--- src/hw/swic_defines.svh ---
`ifndef SWIC_DEFINES_SVH
`define SWIC_DEFINES_SVH

// Clock rate and refresh timing.
`define SWIC_CLK_HZ          10000000
`define SWIC_REFRESH_MS      8
`define SWIC_REFRESH_CYC     ((`SWIC_CLK_HZ / 1000) * `SWIC_REFRESH_MS)
// Age below which a sleep command clears pend (3 cycles); in RUN, pend is only set at age 0.
`define SWIC_LOSS_WIN_CYC    3
// Interrupt source positions.
`define SWIC_SRC_GPIO        0
`define SWIC_SRC_GENERAL_TIMER_ZERO      1
`define SWIC_SRC_SLEEP_TMR   2
`define SWIC_NSRC            3
// Sleep mode encodings.
`define SWIC_MODE_NORMAL     2'h0
`define SWIC_MODE_STANDBY    2'h1
`define SWIC_MODE_SERIAL     2'h2

`endif

--- src/hw/swic_pkg.sv ---
package swic_pkg;
    typedef enum logic [1:0] {
        SWIC_RUN   = 2'h0,
        SWIC_SLEEP = 2'h1,
        SWIC_WAKE  = 2'h3,
        SWIC_LOCK  = 2'h2
    } swic_state_t;
endpackage

--- src/hw/swic_sync_if.sv ---
interface swic_sync_if #(parameter int W = 3);
    logic [W-1:0] raw;
    logic [W-1:0] level;
    logic [W-1:0] rise;
    modport src (output raw, input level, input rise);
    modport snk (input raw, output level, output rise);
endinterface

--- src/hw/swic_top.sv ---
`include "swic_defines.svh"

// Overview of operation
// - GPIO coinciding with timer during sleep dropped
// - Pending registered one cycle before sleep lost
// - Standby/serial sleep refreshes reference every 8 ms
// - Interval select lengthens, disable stops refresh
// - Longer interval may lock; only resets recover
module swic_top #(
    parameter int unsigned REFRESH_CYC = `SWIC_REFRESH_CYC
) (
    // Clock and reset
    input  wire logic       clk,
    input  wire logic       rst_n,
    // Interrupt source pins: gpio, general_timer_zero, sleep timer
    input  wire logic [2:0] irq_pin,
    input  wire logic [2:0] irq_enable,
    // Firmware sleep command and configuration
    input  wire logic       sleep_cmd,
    input  wire logic [1:0] sleep_mode,
    input  wire logic [2:0] refresh_interval_select,
    input  wire logic       refresh_disable,
    // Firmware service handshake
    input  wire logic [2:0] irq_ack,
    // Status towards CPU and analog
    output logic      [2:0] irq_pending,
    output logic      [2:0] isr_run,
    output logic            asleep,
    output logic            locked,
    output logic            ref_power_up
);
    // ------------------------------------------------------------------
    // Pin synchroniser
    // ------------------------------------------------------------------
    swic_sync_if #(.W(3)) sif ();
    assign sif.raw = irq_pin;

    swic_sync #(.W(3)) u_sync (
        .clk   (clk),
        .rst_n (rst_n),
        .s     (sif)
    );

    // ------------------------------------------------------------------
    // State
    // ------------------------------------------------------------------
    typedef struct packed {
        swic_pkg::swic_state_t st;
        logic [2:0]  pend;
        logic [2:0]  run;
        logic [1:0]  age;
        logic [31:0] cnt;
        logic        refresh;
        logic        lock;
        logic        slp;
    } swic_state_bus_t;

    swic_state_bus_t q_reg;
    swic_state_bus_t q_next;

    logic        gpio_ev;
    logic        timer_ev;
    logic        ref_mode;
    logic [31:0] period;
    logic [2:0]  new_ev;

    // ------------------------------------------------------------------
    // Event decode
    // ------------------------------------------------------------------
    always_comb begin
        new_ev   = sif.rise & irq_enable;
        gpio_ev  = new_ev[`SWIC_SRC_GPIO];
        timer_ev = new_ev[`SWIC_SRC_GENERAL_TIMER_ZERO] | new_ev[`SWIC_SRC_SLEEP_TMR];
        ref_mode = (sleep_mode == `SWIC_MODE_STANDBY) ||
                   (sleep_mode == `SWIC_MODE_SERIAL);
        period   = 32'(REFRESH_CYC) << refresh_interval_select;
    end

    // ------------------------------------------------------------------
    // Next state
    // ------------------------------------------------------------------
    always_comb begin
        q_next         = q_reg;
        q_next.refresh = 1'b0;
        if (q_reg.age != 2'h3) begin
            q_next.age = q_reg.age + 2'h1;
        end
        // Service handshake clears the run flag; a new event wins.
        q_next.run = q_reg.run & ~irq_ack;
        case (q_reg.st)
            swic_pkg::SWIC_RUN: begin
                q_next.pend = q_reg.pend | new_ev;
                if (new_ev != 3'h0) begin
                    q_next.age = 2'h0;
                end
                q_next.run = q_next.run | q_reg.pend;
                q_next.pend = q_next.pend & ~q_reg.pend;
                if (sleep_cmd) begin
                    // recent pending lost
                    // Only an event still waiting in pend is lost here;
                    // older ones have already moved to the run flags.
                    if (q_reg.age < 2'(`SWIC_LOSS_WIN_CYC)) begin
                        q_next.pend = 3'h0;
                    end
                    q_next.run = q_reg.run & ~irq_ack;
                    q_next.st  = swic_pkg::SWIC_SLEEP;
                    q_next.cnt = '0;
                end
            end
            swic_pkg::SWIC_SLEEP: begin
                q_next.pend = q_reg.pend | new_ev;
                if (gpio_ev && timer_ev) begin
                    q_next.pend[`SWIC_SRC_GPIO] = q_reg.pend[`SWIC_SRC_GPIO];
                end
                if (ref_mode && !refresh_disable) begin
                    if (q_reg.cnt >= period - 32'h1) begin
                        q_next.cnt     = '0;
                        q_next.refresh = 1'b1;
                    end else begin
                        q_next.cnt = q_reg.cnt + 32'h1;
                    end
                end
                if (q_next.pend != 3'h0) begin
                    if (ref_mode && (refresh_disable ||
                        refresh_interval_select != 3'h0)) begin
                        q_next.st   = swic_pkg::SWIC_LOCK;
                        q_next.lock = 1'b1;
                    end else begin
                        q_next.st = swic_pkg::SWIC_WAKE;
                    end
                end
            end
            swic_pkg::SWIC_WAKE: begin
                q_next.run  = q_next.run | q_reg.pend;
                q_next.pend = 3'h0;
                q_next.age  = 2'h3;
                q_next.st   = swic_pkg::SWIC_RUN;
            end
            swic_pkg::SWIC_LOCK: begin
                q_next.lock = 1'b1;
            end
            default: begin
                q_next.st = swic_pkg::SWIC_RUN;
            end
        endcase
        // Asleep is kept in a flop so that the output needs no decode.
        q_next.slp = (q_next.st != swic_pkg::SWIC_RUN);
    end

    // ------------------------------------------------------------------
    // Registers
    // ------------------------------------------------------------------
    always_ff @(posedge clk or negedge rst_n) begin
        if (!rst_n) begin
            q_reg     <= '0;
            q_reg.st  <= swic_pkg::SWIC_RUN;
            q_reg.age <= 2'h3;
        end else begin
            q_reg <= q_next;
        end
    end

    // ------------------------------------------------------------------
    // Outputs
    // ------------------------------------------------------------------
    always_comb begin
        irq_pending  = q_reg.pend;
        isr_run      = q_reg.run;
        asleep       = q_reg.slp;
        locked       = q_reg.lock;
        ref_power_up = q_reg.refresh;
    end
endmodule

--- src/hw/swic_sync.sv ---
// Three-stage synchroniser; a change counts once stages two and three agree.
module swic_sync #(
    parameter int W = 3
) (
    // Clock and reset
    input  wire logic clk,
    input  wire logic rst_n,
    // Pin side and synchronised side
    swic_sync_if.snk  s
);
    typedef struct packed {
        logic [W-1:0] st1;
        logic [W-1:0] st2;
        logic [W-1:0] st3;
        logic [W-1:0] lvl;
        logic [W-1:0] rise;
    } swic_sync_state_t;

    swic_sync_state_t q_reg;
    swic_sync_state_t q_next;

    always_comb begin
        q_next     = q_reg;
        q_next.st1 = s.raw;
        q_next.st2 = q_reg.st1;
        q_next.st3 = q_reg.st2;
        for (int i = 0; i < W; i++) begin
            if (q_reg.st2[i] == q_reg.st3[i]) begin
                q_next.lvl[i] = q_reg.st3[i];
            end
        end
        q_next.rise = q_next.lvl & ~q_reg.lvl;
    end

    always_ff @(posedge clk or negedge rst_n) begin
        if (!rst_n) begin
            q_reg <= '0;
        end else begin
            q_reg <= q_next;
        end
    end

    assign s.level = q_reg.lvl;
    assign s.rise  = q_reg.rise;
endmodule

--- config.mk ---
export PLATFORM = sky130hd
export DESIGN_NAME = swic_top
export DESIGN_NICKNAME = d
export VERILOG_FILES = /design/src/hw/swic_pkg.sv /design/src/hw/swic_sync_if.sv /design/src/hw/swic_top.sv /design/src/hw/swic_sync.sv
export VERILOG_INCLUDE_DIRS = /design/src /design/src/hw
export SDC_FILE = /design/constraint.sdc
export NUM_CORES = 1
export LEC_CHECK = 0
export BUFFER_PORTS_ARGS = -buffer_cell sky130_fd_sc_hd__buf_2
export CORE_MARGIN = 1.5
export CORE_UTILIZATION = 25
export DETAILED_ROUTE_END_ITERATION = 10
export MAX_ROUTING_LAYER = met4
export PLACE_DENSITY = 0.42
export SYNTH_ARGS = -nofsm -noshare
export SYNTH_HDL_FRONTEND = slang
export SYNTH_SLANG_ARGS = --single-unit
export TNS_END_PERCENT = 30
--- constraint.sdc ---
create_clock -name clk -period 5.6 [get_ports clk]
set_input_delay 0.56 -clock clk [delete_from_list [all_inputs] [get_ports clk]]
set_output_delay 0.56 -clock clk [all_outputs]
set_load 0.05 [all_outputs]
## After elaboration in Yosys (flattened, before gate mapping)

Index checks and enable logic that the tools add are counted.

| storage, ports and cells | value |
|---|---|
| register bits | 60 |
| output and inout port bits | 9 |

| operators by class | value |
|---|---|
| eq/ne operators | 13 |
| add/subtract/negate cells | 3 |
| magnitude comparators | 2 |
| mux-type cells | 22 |
| reductions and logical operators | 16 |
| shift-type cells | 1 |
| bitwise operators | 10 |

Operator list:

| cell | number |
|---|---|
| 32-bit 2-to-1 mux | 2 |
| 32-bit one-hot mux with 2 select lines | 1 |
| 33-bit 2-to-1 mux | 1 |
| 32-bit by 1-bit adder with 32-bit output (second input constant) | 1 |
| 32-bit greater-or-equal comparator | 1 |
| 17-bit by 3-bit left shift with 32-bit output (first input constant) | 1 |
| 32-bit by 1-bit subtractor with 32-bit output (second input constant) | 1 |
| 5-bit one-hot mux with 3 select lines | 1 |
| 3-bit AND | 4 |
| 3-bit nonzero test | 4 |
| 1-bit 2-to-1 mux | 10 |
| 2-bit inequality test (second input constant) | 5 |
| 5-bit one-hot mux with 2 select lines | 1 |
| 3-bit NOT | 3 |
| 8-bit 2-to-1 mux | 1 |
| 2-bit equality test (second input constant) | 3 |
| 2-bit 2-to-1 mux | 3 |
| 3-bit OR | 2 |
| 3-bit AND reduction | 2 |
| 2-bit nonzero test | 3 |
| 2-bit by 1-bit equality test with 1-bit output (second input constant) | 2 |
| 1-bit equality test | 3 |
| 1-bit logical AND | 3 |
| 3-bit 2-to-1 mux | 1 |
| other kinds (7) | 8 |

## Depth between registers and ports, before layout

Gate-level depths: netlist (run 1).

| logic depth | value |
|---|---|
| word-level depth | 9 |
| gate-level depth with buffers | 17 |

## Cells and area by module

From an unflattened synthesis (run 1), not the netlist that was laid out.

| second synthesis, totals | value |
|---|---|
| cell total of the unflattened synthesis | 409 |
| area total of the unflattened synthesis | 3733.6 µm² |

Modules (own cells, without submodules):

| module | area each (µm²) | cells each | sequential area each (µm²) | instances |
|---|---|---|---|---|
| swic_top | 3249.4 | 382 | 1128.6 | 1 |
| swic_sync | 484.2 | 27 | 375.4 | 1 |

## Worst setup path before layout (run 1)

Ideal clock, no wire load.

| path | value |
|---|---|
| path type | input -> register |
| from | in refresh_interval_select[1] |
| to | reg q_reg[24] (netlist bit) |
| setup time | 0.129 ns |
| data required time | 5.471 ns |
| data arrival time | 3.498 ns |
| path slack | 1.973 ns |
| stages | 17 |
| cell sequence | inv_1 -> ha_1 -> nor4_1 -> o21ai_0 -> nor3_1 -> o21ai_0 -> xnor2_1 -> a21oi_1 -> ha_1 -> and3_1 -> nand4_1 -> a2111oi_2 -> nor3b_2 -> buf_4 -> buf_2 -> a31oi_1 -> o22ai_1 |

| between the ends | value |
|---|---|
| longest elaborated chain between the ends | 6 |

RTL lines:

| item | line | RTL |
|---|---|---|
| from (decl) | swic_top.sv:21 | `input wire logic [2:0] refresh_interval_select,` |
| 17-bit by 3-bit left shift with 32-bit output | swic_top.sv:76 | `period = 32'(REFRESH_CYC) << refresh_interval_select;` |
| 32-bit by 1-bit subtractor with 32-bit output | swic_top.sv:116 | `if (q_reg.cnt >= period - 32'h1) begin` |
| 32-bit greater-or-equal comparator | swic_top.sv:116 |  |
| 32-bit 2-to-1 mux | swic_top.sv:116 |  |
| 33-bit 2-to-1 mux | swic_top.sv:115 | `if (ref_mode && !refresh_disable) begin` |
| 32-bit one-hot mux with 2 select lines | swic_top.sv:90 | `case (q_reg.st)` |
| to (signal assigned) | swic_top.sv:159 | `q_reg <= q_next;` |
| to (decl) | swic_top.sv:58 | `swic_state_bus_t q_reg;` |

Every way passes these cells. The select of a mux whose other input is x is not followed.
A chain may end at the register's enable or synchronous reset.

## Final worst setup path (run 1)

| path | value |
|---|---|
| from | in refresh_interval_select[1] |
| to | reg q_reg[9] (netlist bit) |

The elaborated chain is that of the path after synthesis.

==> metrics, run 1 <==
wire per inst 14.4 µm; Largest register FFs 36; Layout fillers 1454; most used cell, CP ha_1; Pint 916 µW; Total GRT Usage 12.5%; Min Clock Period, post-route 4.07 ns; leak pwr 0.00190 µW; slew at the pin closest to its max-slew limit 1.17 ns; outcome completed; H-tree levels 3; EDFF count, synth 0; Vias 2913; first-pass GRT wire length 14500 µm; Initial Utilization 25.7%; Post-synth top flop dfrtp_1; Die ar. 0.0151 mm²; DRC viols 0; drt via density 4.91; Area growth, synth to finish 15.7%; Setup Skew 0.00882 ns; area leader, netlist dfrtp_1; Synthesis Warnings 0; Switch Pwr 537 µW; final hold viol count 0; synthesized netlist cell count 388; Final Non-Filler Cells 593; top-area cell type share of the netlist area 40.5%; TritonCTS clock tree yes; Pwr Density 350 mW/mm²; largest net degree at the start of global routing 61; period utilization 72.8%; # IOs 27; DRT antenna net count 0; final setup vio count 0; overall routed net length 8520 µm; CTS Buf Count 9; combinational share of power 29.1%; sequential fraction of the synthesis area 41.9%; flops & latches, synth 60; Initial DRC Count 181; Clock Tree Buf Depth 2; CP endpoint kind flip-flop; register share of total power 35.1%; crit start category primary input; Clk pin slew, worst setup/hold paths 0.06 ns; Syn Nets 436; Post-CTS Setup Bufs 0; hold buffers post-CTS 0; Nets 456; Pins Over Slew Limit 0; placed cell count 577; Post-synth ARST share 100%; most common cell in the netlist dfrtp_1; Port Buf Inserts 26; synth top area cells dfrtp_1 (40%), ha_1 (10%), a31oi_1 (5.4%), nand2_1 (4.1%), o21ai_0 (3.2%); WS Path Type primary input to flip-flop; Syn Area/Cell 9.25 µm²; ANT cells 0; Worst VDD drop 0.144 mV; TNS Setup 0 ns; Reg area 0.00150 mm²; routability cong. 0.809; core area 0.0139 mm²; Hold WS 0.339 ns; clk sink count 60; worst-path cell chain buf_2, inv_1, ha_1, nand2b_1, ha_1, o21ai_0, nor2_1, nand2_1, a221oi_1, ha_1, and3_1, a221oi_1, a211oi_1, nor3b_4, buf_4, or3b_1, a31oi_1; Die Wd 123 µm; Worst EP arrival 4.32 ns; Rel. slew slack 21.0%; layout cell share with drive strength beyond 1 13.3%; router iterations before antenna repair 5; grt ovf 0; post-layout util 29.8%; post-DP HPWL 6130 µm; Max Freq 245 MHz; PostCTS Resize Cnt 0; unrepaired setup endpoints after global routing no; Synth top cells by count dfrtp_1 (58), nand2_1 (39), a31oi_1 (31); clk_lat worst skew 0.33 ns; crit-path max FO 41; Sw Share 37.0%; Clock Power Share 35.9%; min-delay worst type primary input to flip-flop; max cap viols 0; site row count 43; synth unique cells 49; vias in the first global route 2796; die height 123 µm; CP max stage delay 0.39 ns; initial antenna violation count 0; Hold Path Depth 1; Crit-path slowest cell or3b_1; area taken by multi-input logic gates 0.00191 mm²; Crit path required time 5.84 ns; root buffer cell clkbuf_16; cell area after synthesis 0.00359 mm²; R2R depth 8
[power groups by stage]
| stage | sequential (µW) | combinational [µW] | clock [µW] |
|---|---|---|---|
| floorplan | 521 | 304 | 0 |
| detailed placement | 518 | 423 | 0 |
| global route | 516 | 470 | 558 |
| finish | 510 | 422 | 521 |
| CTS | 510 | 424 | 538 |
| global placement | 515 | 420 | 0 |
[metrics by stage]
stage / power, µW / instance area [µm²] / setup slack [ns]
after global routing: 1540 / 4150 / 1.10
after global placement: 936 / 3870 / 1.21
after floorplan: 825 / 3590 / 1.97
after CTS: 1470 / 4150 / 1.49
final: 1450 / 4150 / 1.53
after detailed placement: 940 / 3870 / 1.17
[area by class of cell]
cell class | count | area share [%]
Multi-Input combinational cell | 289 | 46.1
Tap cell | 180 | 5.42
Clock inverter | 7 | 1.36
Timing Repair Buffer | 30 | 3.86
Clock buffer | 9 | 5.42
Inverter | 18 | 1.63
Sequential cell | 60 | 36.2
[worst max-delay path: cells and delay by family]
| family | cells | cell delay (ns) |
|---|---|---|
| compound gates | 5 | 1.08 |
| fa+ha+maj | 3 | 0.78 |
| buf+inv | 3 | 0.68 |
| simple gates | 6 | 1.20 |
[path summary, 6_finish.rpt]
kind	from	end	slack, ns
min	irq_pin[2]	u_sync.q_next[11]	0.34
max	refresh_interval_select[1]	q_reg[9]	1.53
min reg2reg	u_sync.q_next[10]	u_sync.q_next[7]	0.35
max in group asynchronous	rst_n	q_reg[17]	4.69
max reg2reg	q_reg[12]	q_reg[9]	2.92
min in group asynchronous	rst_n	u_sync.q_next[11]	0.39
[per-layer routing]
layer,wire length [µm],track usage [%]
met5,0,-
met4,134,4.22
met3,171,2.09
met2,3680,18.0
met1,4540,17.8
[cells in the final DEF (no fill, tap or decap), drive strengths merged, types with 8 or more instances in the layout]
master	instances
dfrtp	58
nand2	39
a31oi	31
ha	30
buf	30
o21ai	24
inv	22
nor2	21
nand3	19
a21oi	15
and3	15
clkbuf	9
nand4	8
and2	8
[cells by family after synthesis]
family	after synthesis	synth area share, %
AND/OR/NAND/NOR	149	22.2
multiplexers	1	0.279
buffers and inverters	39	4.92
AO/OA/AOI/OAI	98	17.4
flip-flops	60	41.9
adder cells (fa/ha/maj)	33	11.3
XOR/XNOR	8	1.95
(Power assumes the default switching activity.)
==> run 2, diff against run 1 <==
PLACE_DENSITY = 0.43   (was 0.42)
clock period = 3.7 ns   (was 5.6 ns; I/O delays follow)
==> run 2 against run 1 <==
Net effect: design area up 6.7%; register-to-register slack worse by 1.8 ns; worst hold slack worse by 0.32 ns; sequential cell count unchanged; clock skew down 0.0037 ns; sequential power up 51%; sequential share of layout area down 2.3 points; critical path depth up 2; clock-buffer cell count up 2; total power up 61%; routed wire length up 6.8%; non-clock buffer count up 30; critical path type unchanged; highest routed layer unchanged.
==> metrics, run 2 (synthesis gave the netlist of run 1 again) <==
TritonCTS clock tree yes; clk_lat worst skew 0.33 ns; Port Buf Inserts 26; crit path launch refresh_interval_select[1]; Crit path required time 3.87 ns; period utilization 92.1%; layout cell share with drive strength beyond 1 19.2%; worst-path cell chain buf_2, inv_1, ha_1, nor4_2, o21ai_1, nor3_2, o21ai_0, xnor2_1, a21oi_1, ha_1, and3_1, nand4_1, a2111oi_2, buf_4, nor3b_4, buf_12, buf_4, a41oi_1, a31oi_1; core area 0.0139 mm²; DRC viols 0; hold buffers post-CTS 0; grt ovf 0; Nets 486; post-DP HPWL 6730 µm; wire per inst 14.6 µm; Rel. slew slack 52.5%; TNS Setup 0 ns; unrepaired setup endpoints after global routing no; commonest non-fill, non-tap cells in the layout dfrtp_1 (58), nand2_1 (39), buf_4 (33), a31oi_1 (31), ha_1 (30); CP max stage delay 0.33 ns; first-pass GRT wire length 15400 µm; # IOs 27; Max Freq 293 MHz; drt via density 4.92; final hold viol count 0; router iterations before antenna repair 4; Setup Skew 0.00513 ns; CTS Buf Count 9; Crit-path slowest cell nor4_2; Min Clock Period, post-route 3.41 ns; vias in the first global route 3020; CP endpoint kind flip-flop; Area growth, synth to finish 23.5%; leak pwr 0.00206 µW; outcome completed; site row count 43; most common cell after layout, fill and taps aside dfrtp_1; crit-path max FO 15; Worst VDD drop 0.194 mV; DRT antenna net count 0; Total GRT Usage 13.7%; Vias 3065; H-tree levels 3; crit start category primary input; ANT cells 0; Clock Tree Buf Depth 2; root buffer cell clkbuf_16; max cap viols 0; WS Path Type primary input to flip-flop; Layout fillers 1445; overall routed net length 9100 µm; setup ws final 0.292 ns; Pins Over Slew Limit 0; Tot Pwr 2330 µW; Clk pin slew, worst setup/hold paths 0.05 ns; die height 123 µm; clk sink count 60; routability cong. 0.816; Pwr Density 527 mW/mm²; Die ar. 0.0151 mm²; Worst Path Buf+Inv 5; CP delay by family, top compound AO/OA/AOI/OAI gates; dpl ws -0.252 ns; Post-CTS Setup Bufs 0; Crit Reg-Reg Startpoint q_reg[12]; Initial DRC Count 170; Die Wd 123 µm; min-delay worst type primary input to asynchronous set/reset pin; initial antenna violation count 0; slew at the pin closest to its max-slew limit 0.712 ns; Initial Utilization 25.7%; Largest register FFs 36; largest net degree at the start of global routing 39; final setup vio count 0; Worst EP arrival 3.58 ns
## run 2: power breakdown
part	leakage, µW	switching, µW	internal [µW]
clock	0.000150	290	587
sequential	0.000790	48.4	724
combinational	0.00112	452	233
total	0.00206	790	1540
## run 2: per-stage QoR
| stage | instance area [µm²] | instances | hold WS (ns) | utilization, % |
|---|---|---|---|---|
| 2_1_floorplan | 3590 | 388 | 0.0744 | - |
| 3_3_place_gp | 4110 | 607 | 0.331 | 29.5 |
| 3_5_place_dp | 4110 | 607 | 0.335 | 29.5 |
| 4_1_cts | 4420 | 623 | 0.0351 | 31.7 |
| 5_1_grt | 4430 | 623 | 0.0603 | 31.8 |
| 6_report | 4430 | 623 | 0.0179 | 31.8 |
## run 2: worst paths after layout
kind | endpoint | slack (ns) | cells after the start
setup / recovery | q_reg[11] | 0.29 | 19
hold / removal | u_sync.q_next[11] | 0.02 | 1
setup reg to reg | q_reg[11] | 1.16 | 10
hold reg to reg | u_sync.q_next[7] | 0.34 | 0
max in group asynchronous | q_reg[22] | 2.77 | 2
min in group clk | u_sync.q_next[11] | 0.14 | 1
## run 2: per-layer routing
metal | vias up | part of all wire [%] | global-route usage [%]
met3 | 7 | 2.6 | 1.95
met2 | 37 | 45 | 19.9
met4 | 0 | 1.6 | 6.54
met5 | - | 0 | -
met1 | 1499 | 51 | 18.7
li1 | 1522 | - | -
## run 2: cell type report
type,instances,area [µm²],share of cell area [%]
clock buffer,11,233,5.25
clock inverter,5,77.6,1.75
inverter,18,67.6,1.53
multi-input combinational,289,1920,43.4
sequential,60,1500,34.0
tap,180,225,5.08
timing repair buffer,60,398,8.98
## run 2: repair_timing
action,CTS,global route
hold endpoints to repair,0,0
endpoints found under the setup margin,0,24
gates resized for setup,0,3
==> run 3, diff against run 2 <==
==> constraint.sdc (replaced) <==
create_clock -name clk -period 3.7 [get_ports clk]
set_input_delay 0 -clock clk [delete_from_list [all_inputs] [get_ports clk]]
set_output_delay 0 -clock clk [all_outputs]
set_load 0.05 [all_outputs]
==> run 3 against run 2 <==
Net effect: global-route usage down 0.51 points; clock-buffer cell count down 1; critical path depth down 2; fmax up 1.5%; register-to-register slack worse by 0.14 ns; clock power down 1%; first-iteration DRC count up 32%; clock skew up 0.0055 ns; total power down 1.0%; critical path type unchanged.
==> metrics, run 3 (synthesis gave the netlist of run 1 again) <==
outcome completed; final instance area 0.00436 mm²; Worst VDD drop 0.193 mV; Nets 477; Crit Reg-Reg Startpoint q_reg[12]; initial antenna violation count 0; vias in the first global route 2908; unrepaired setup endpoints after global routing no; Crit-path slowest cell nor3b_4; leak pwr 0.00201 µW; Post-CTS Setup Bufs 0; Pins Over Slew Limit 0; drt via density 4.99; setup ws final 0.343 ns; Clock Power Share 37.4%; Worst Path Buf+Inv 3; final setup vio count 0; most common cell after layout, fill and taps aside dfrtp_1; ANT cells 0; R2R Setup Slk 1.02 ns; CTS Buf Count 9; placed cell count 589; area taken by multi-input logic gates 0.00191 mm²; final hold viol count 0; max cap viols 0; overall routed net length 9070 µm; Reg area 0.00150 mm²; R2R depth 9; Layout fillers 1430; most used cell, CP ha_1; combinational share of power 29.3%; min-delay worst type primary input to flip-flop; core area 0.0139 mm²; PostCTS Resize Cnt 0; WS Path Type primary input to flip-flop; post-DP HPWL 6610 µm; Max Freq 298 MHz; Port Buf Inserts 26; Pwr Density 530 mW/mm²; DRC viols 0; root buffer cell clkbuf_16; register share of total power 33.3%; slew at the pin closest to its max-slew limit 1.11 ns; router iterations before antenna repair 5; Sw Share 35.5%; CP max stage delay 0.46 ns; Initial Utilization 25.7%; Pint 1490 µW; commonest non-fill, non-tap cells in the layout dfrtp_1 (58), nand2_1 (39), a31oi_1 (31), ha_1 (30), buf_2 (26); Total GRT Usage 13.2%; hold buffers post-CTS 9; TritonCTS clock tree yes; Crit path required time 3.95 ns; min-delay src refresh_disable; dpl ws 0.0394 ns; # IOs 27; worst-path cell chain buf_2, inv_1, ha_1, nand2b_1, ha_1, o21ai_0, nor2_1, nand2_1, a221oi_1, ha_1, and3_1, a221oi_1, a211oi_1, nor3b_4, buf_4, o211ai_1, a31oi_1; CP delay by family, top compound AO/OA/AOI/OAI gates; Area growth, synth to finish 21.5%; layout cell share with drive strength beyond 1 15.4%; grt ovf 0; die height 123 µm; routability cong. 0.833; Clk pin slew, worst setup/hold paths 0.06 ns; crit start category primary input; Setup Skew 0.0106 ns; Endpoint, Worst Hold ref_power_up; wire per inst 14.8 µm; Worst EP arrival 3.61 ns; largest net degree at the start of global routing 35; placed cell area 0.00396 mm²; Switch Pwr 819 µW; crit-path max FO 19; clk_lat worst skew 0.33 ns; TNS Setup 0 ns; Die Wd 123 µm; Vias 3065; period utilization 90.7%; Clock Tree Buf Depth 2; DRT antenna net count 0; worst reg2reg endpoint q_reg[8]; CP endpoint kind flip-flop; Die ar. 0.0151 mm²; first-pass GRT wire length 14900 µm; clk sink count 60; H-tree levels 3; Min Clock Period, post-route 3.36 ns; site row count 43; post-layout util 31.3%; Largest register FFs 36; Rel. slew slack 25.6%; Initial DRC Count 225; Hold Path Depth 3; Final Non-Filler Cells 614
run 3: worst min-delay path: cells and delay by family:
family | cells | cell delay [ns]
buffers and inverters | 1 | 0.10
AND/OR/NAND/NOR | 1 | 0.14
AO/OA/AOI/OAI | 1 | 0.07
run 3: layout make-up:
cell class,count,share of cell area [%]
Clock buffer,10,5.48
Sequential cell,60,34.5
Timing Repair Buffer,51,7.81
Inverter,18,1.55
Clock inverter,6,1.61
Multi-Input combinational cell,289,43.9
Tap cell,180,5.17
run 3: power by group through the flow:
stage	sequential (µW)	combinational (µW)	clock, µW
after global routing	778	753	918
final	769	676	864
after detailed placement	780	670	0
after global placement	777	664	0
after floorplan	789	460	0
after CTS	768	680	888
run 3: per-layer routing:
layer  GRT usage, %  vias up  wire (µm)
met5              -        -          0
met3           2.28       14        199
met2           19.6       43       4080
li1               -     1502          -
met1           17.6     1506       4580
met4           5.74        0        199
run 3: worst max path at each step:
stage	endpoint	depth (start not counted)	slack [ns]	from
final	q_reg[8]	17	0.34	refresh_interval_select[1]
after global routing	q_reg[15]	17	0.05	refresh_interval_select[1]
after CTS	q_reg[8]	17	0.35	refresh_interval_select[1]
after detailed placement	q_reg[8]	17	0.04	refresh_interval_select[1]
after global placement	q_reg[11]	17	0.03	refresh_interval_select[1]
after floorplan	q_reg[24]	17	0.63	refresh_interval_select[1]
run 3: per-stage QoR:
stage	total power (µW)	hold slack, ns
floorplan	1250	-0.296
global placement	1440	0.0756
detailed placement	1450	0.0787
CTS	2340	0.0208
global route	2450	0.0315
finish	2310	0.0338
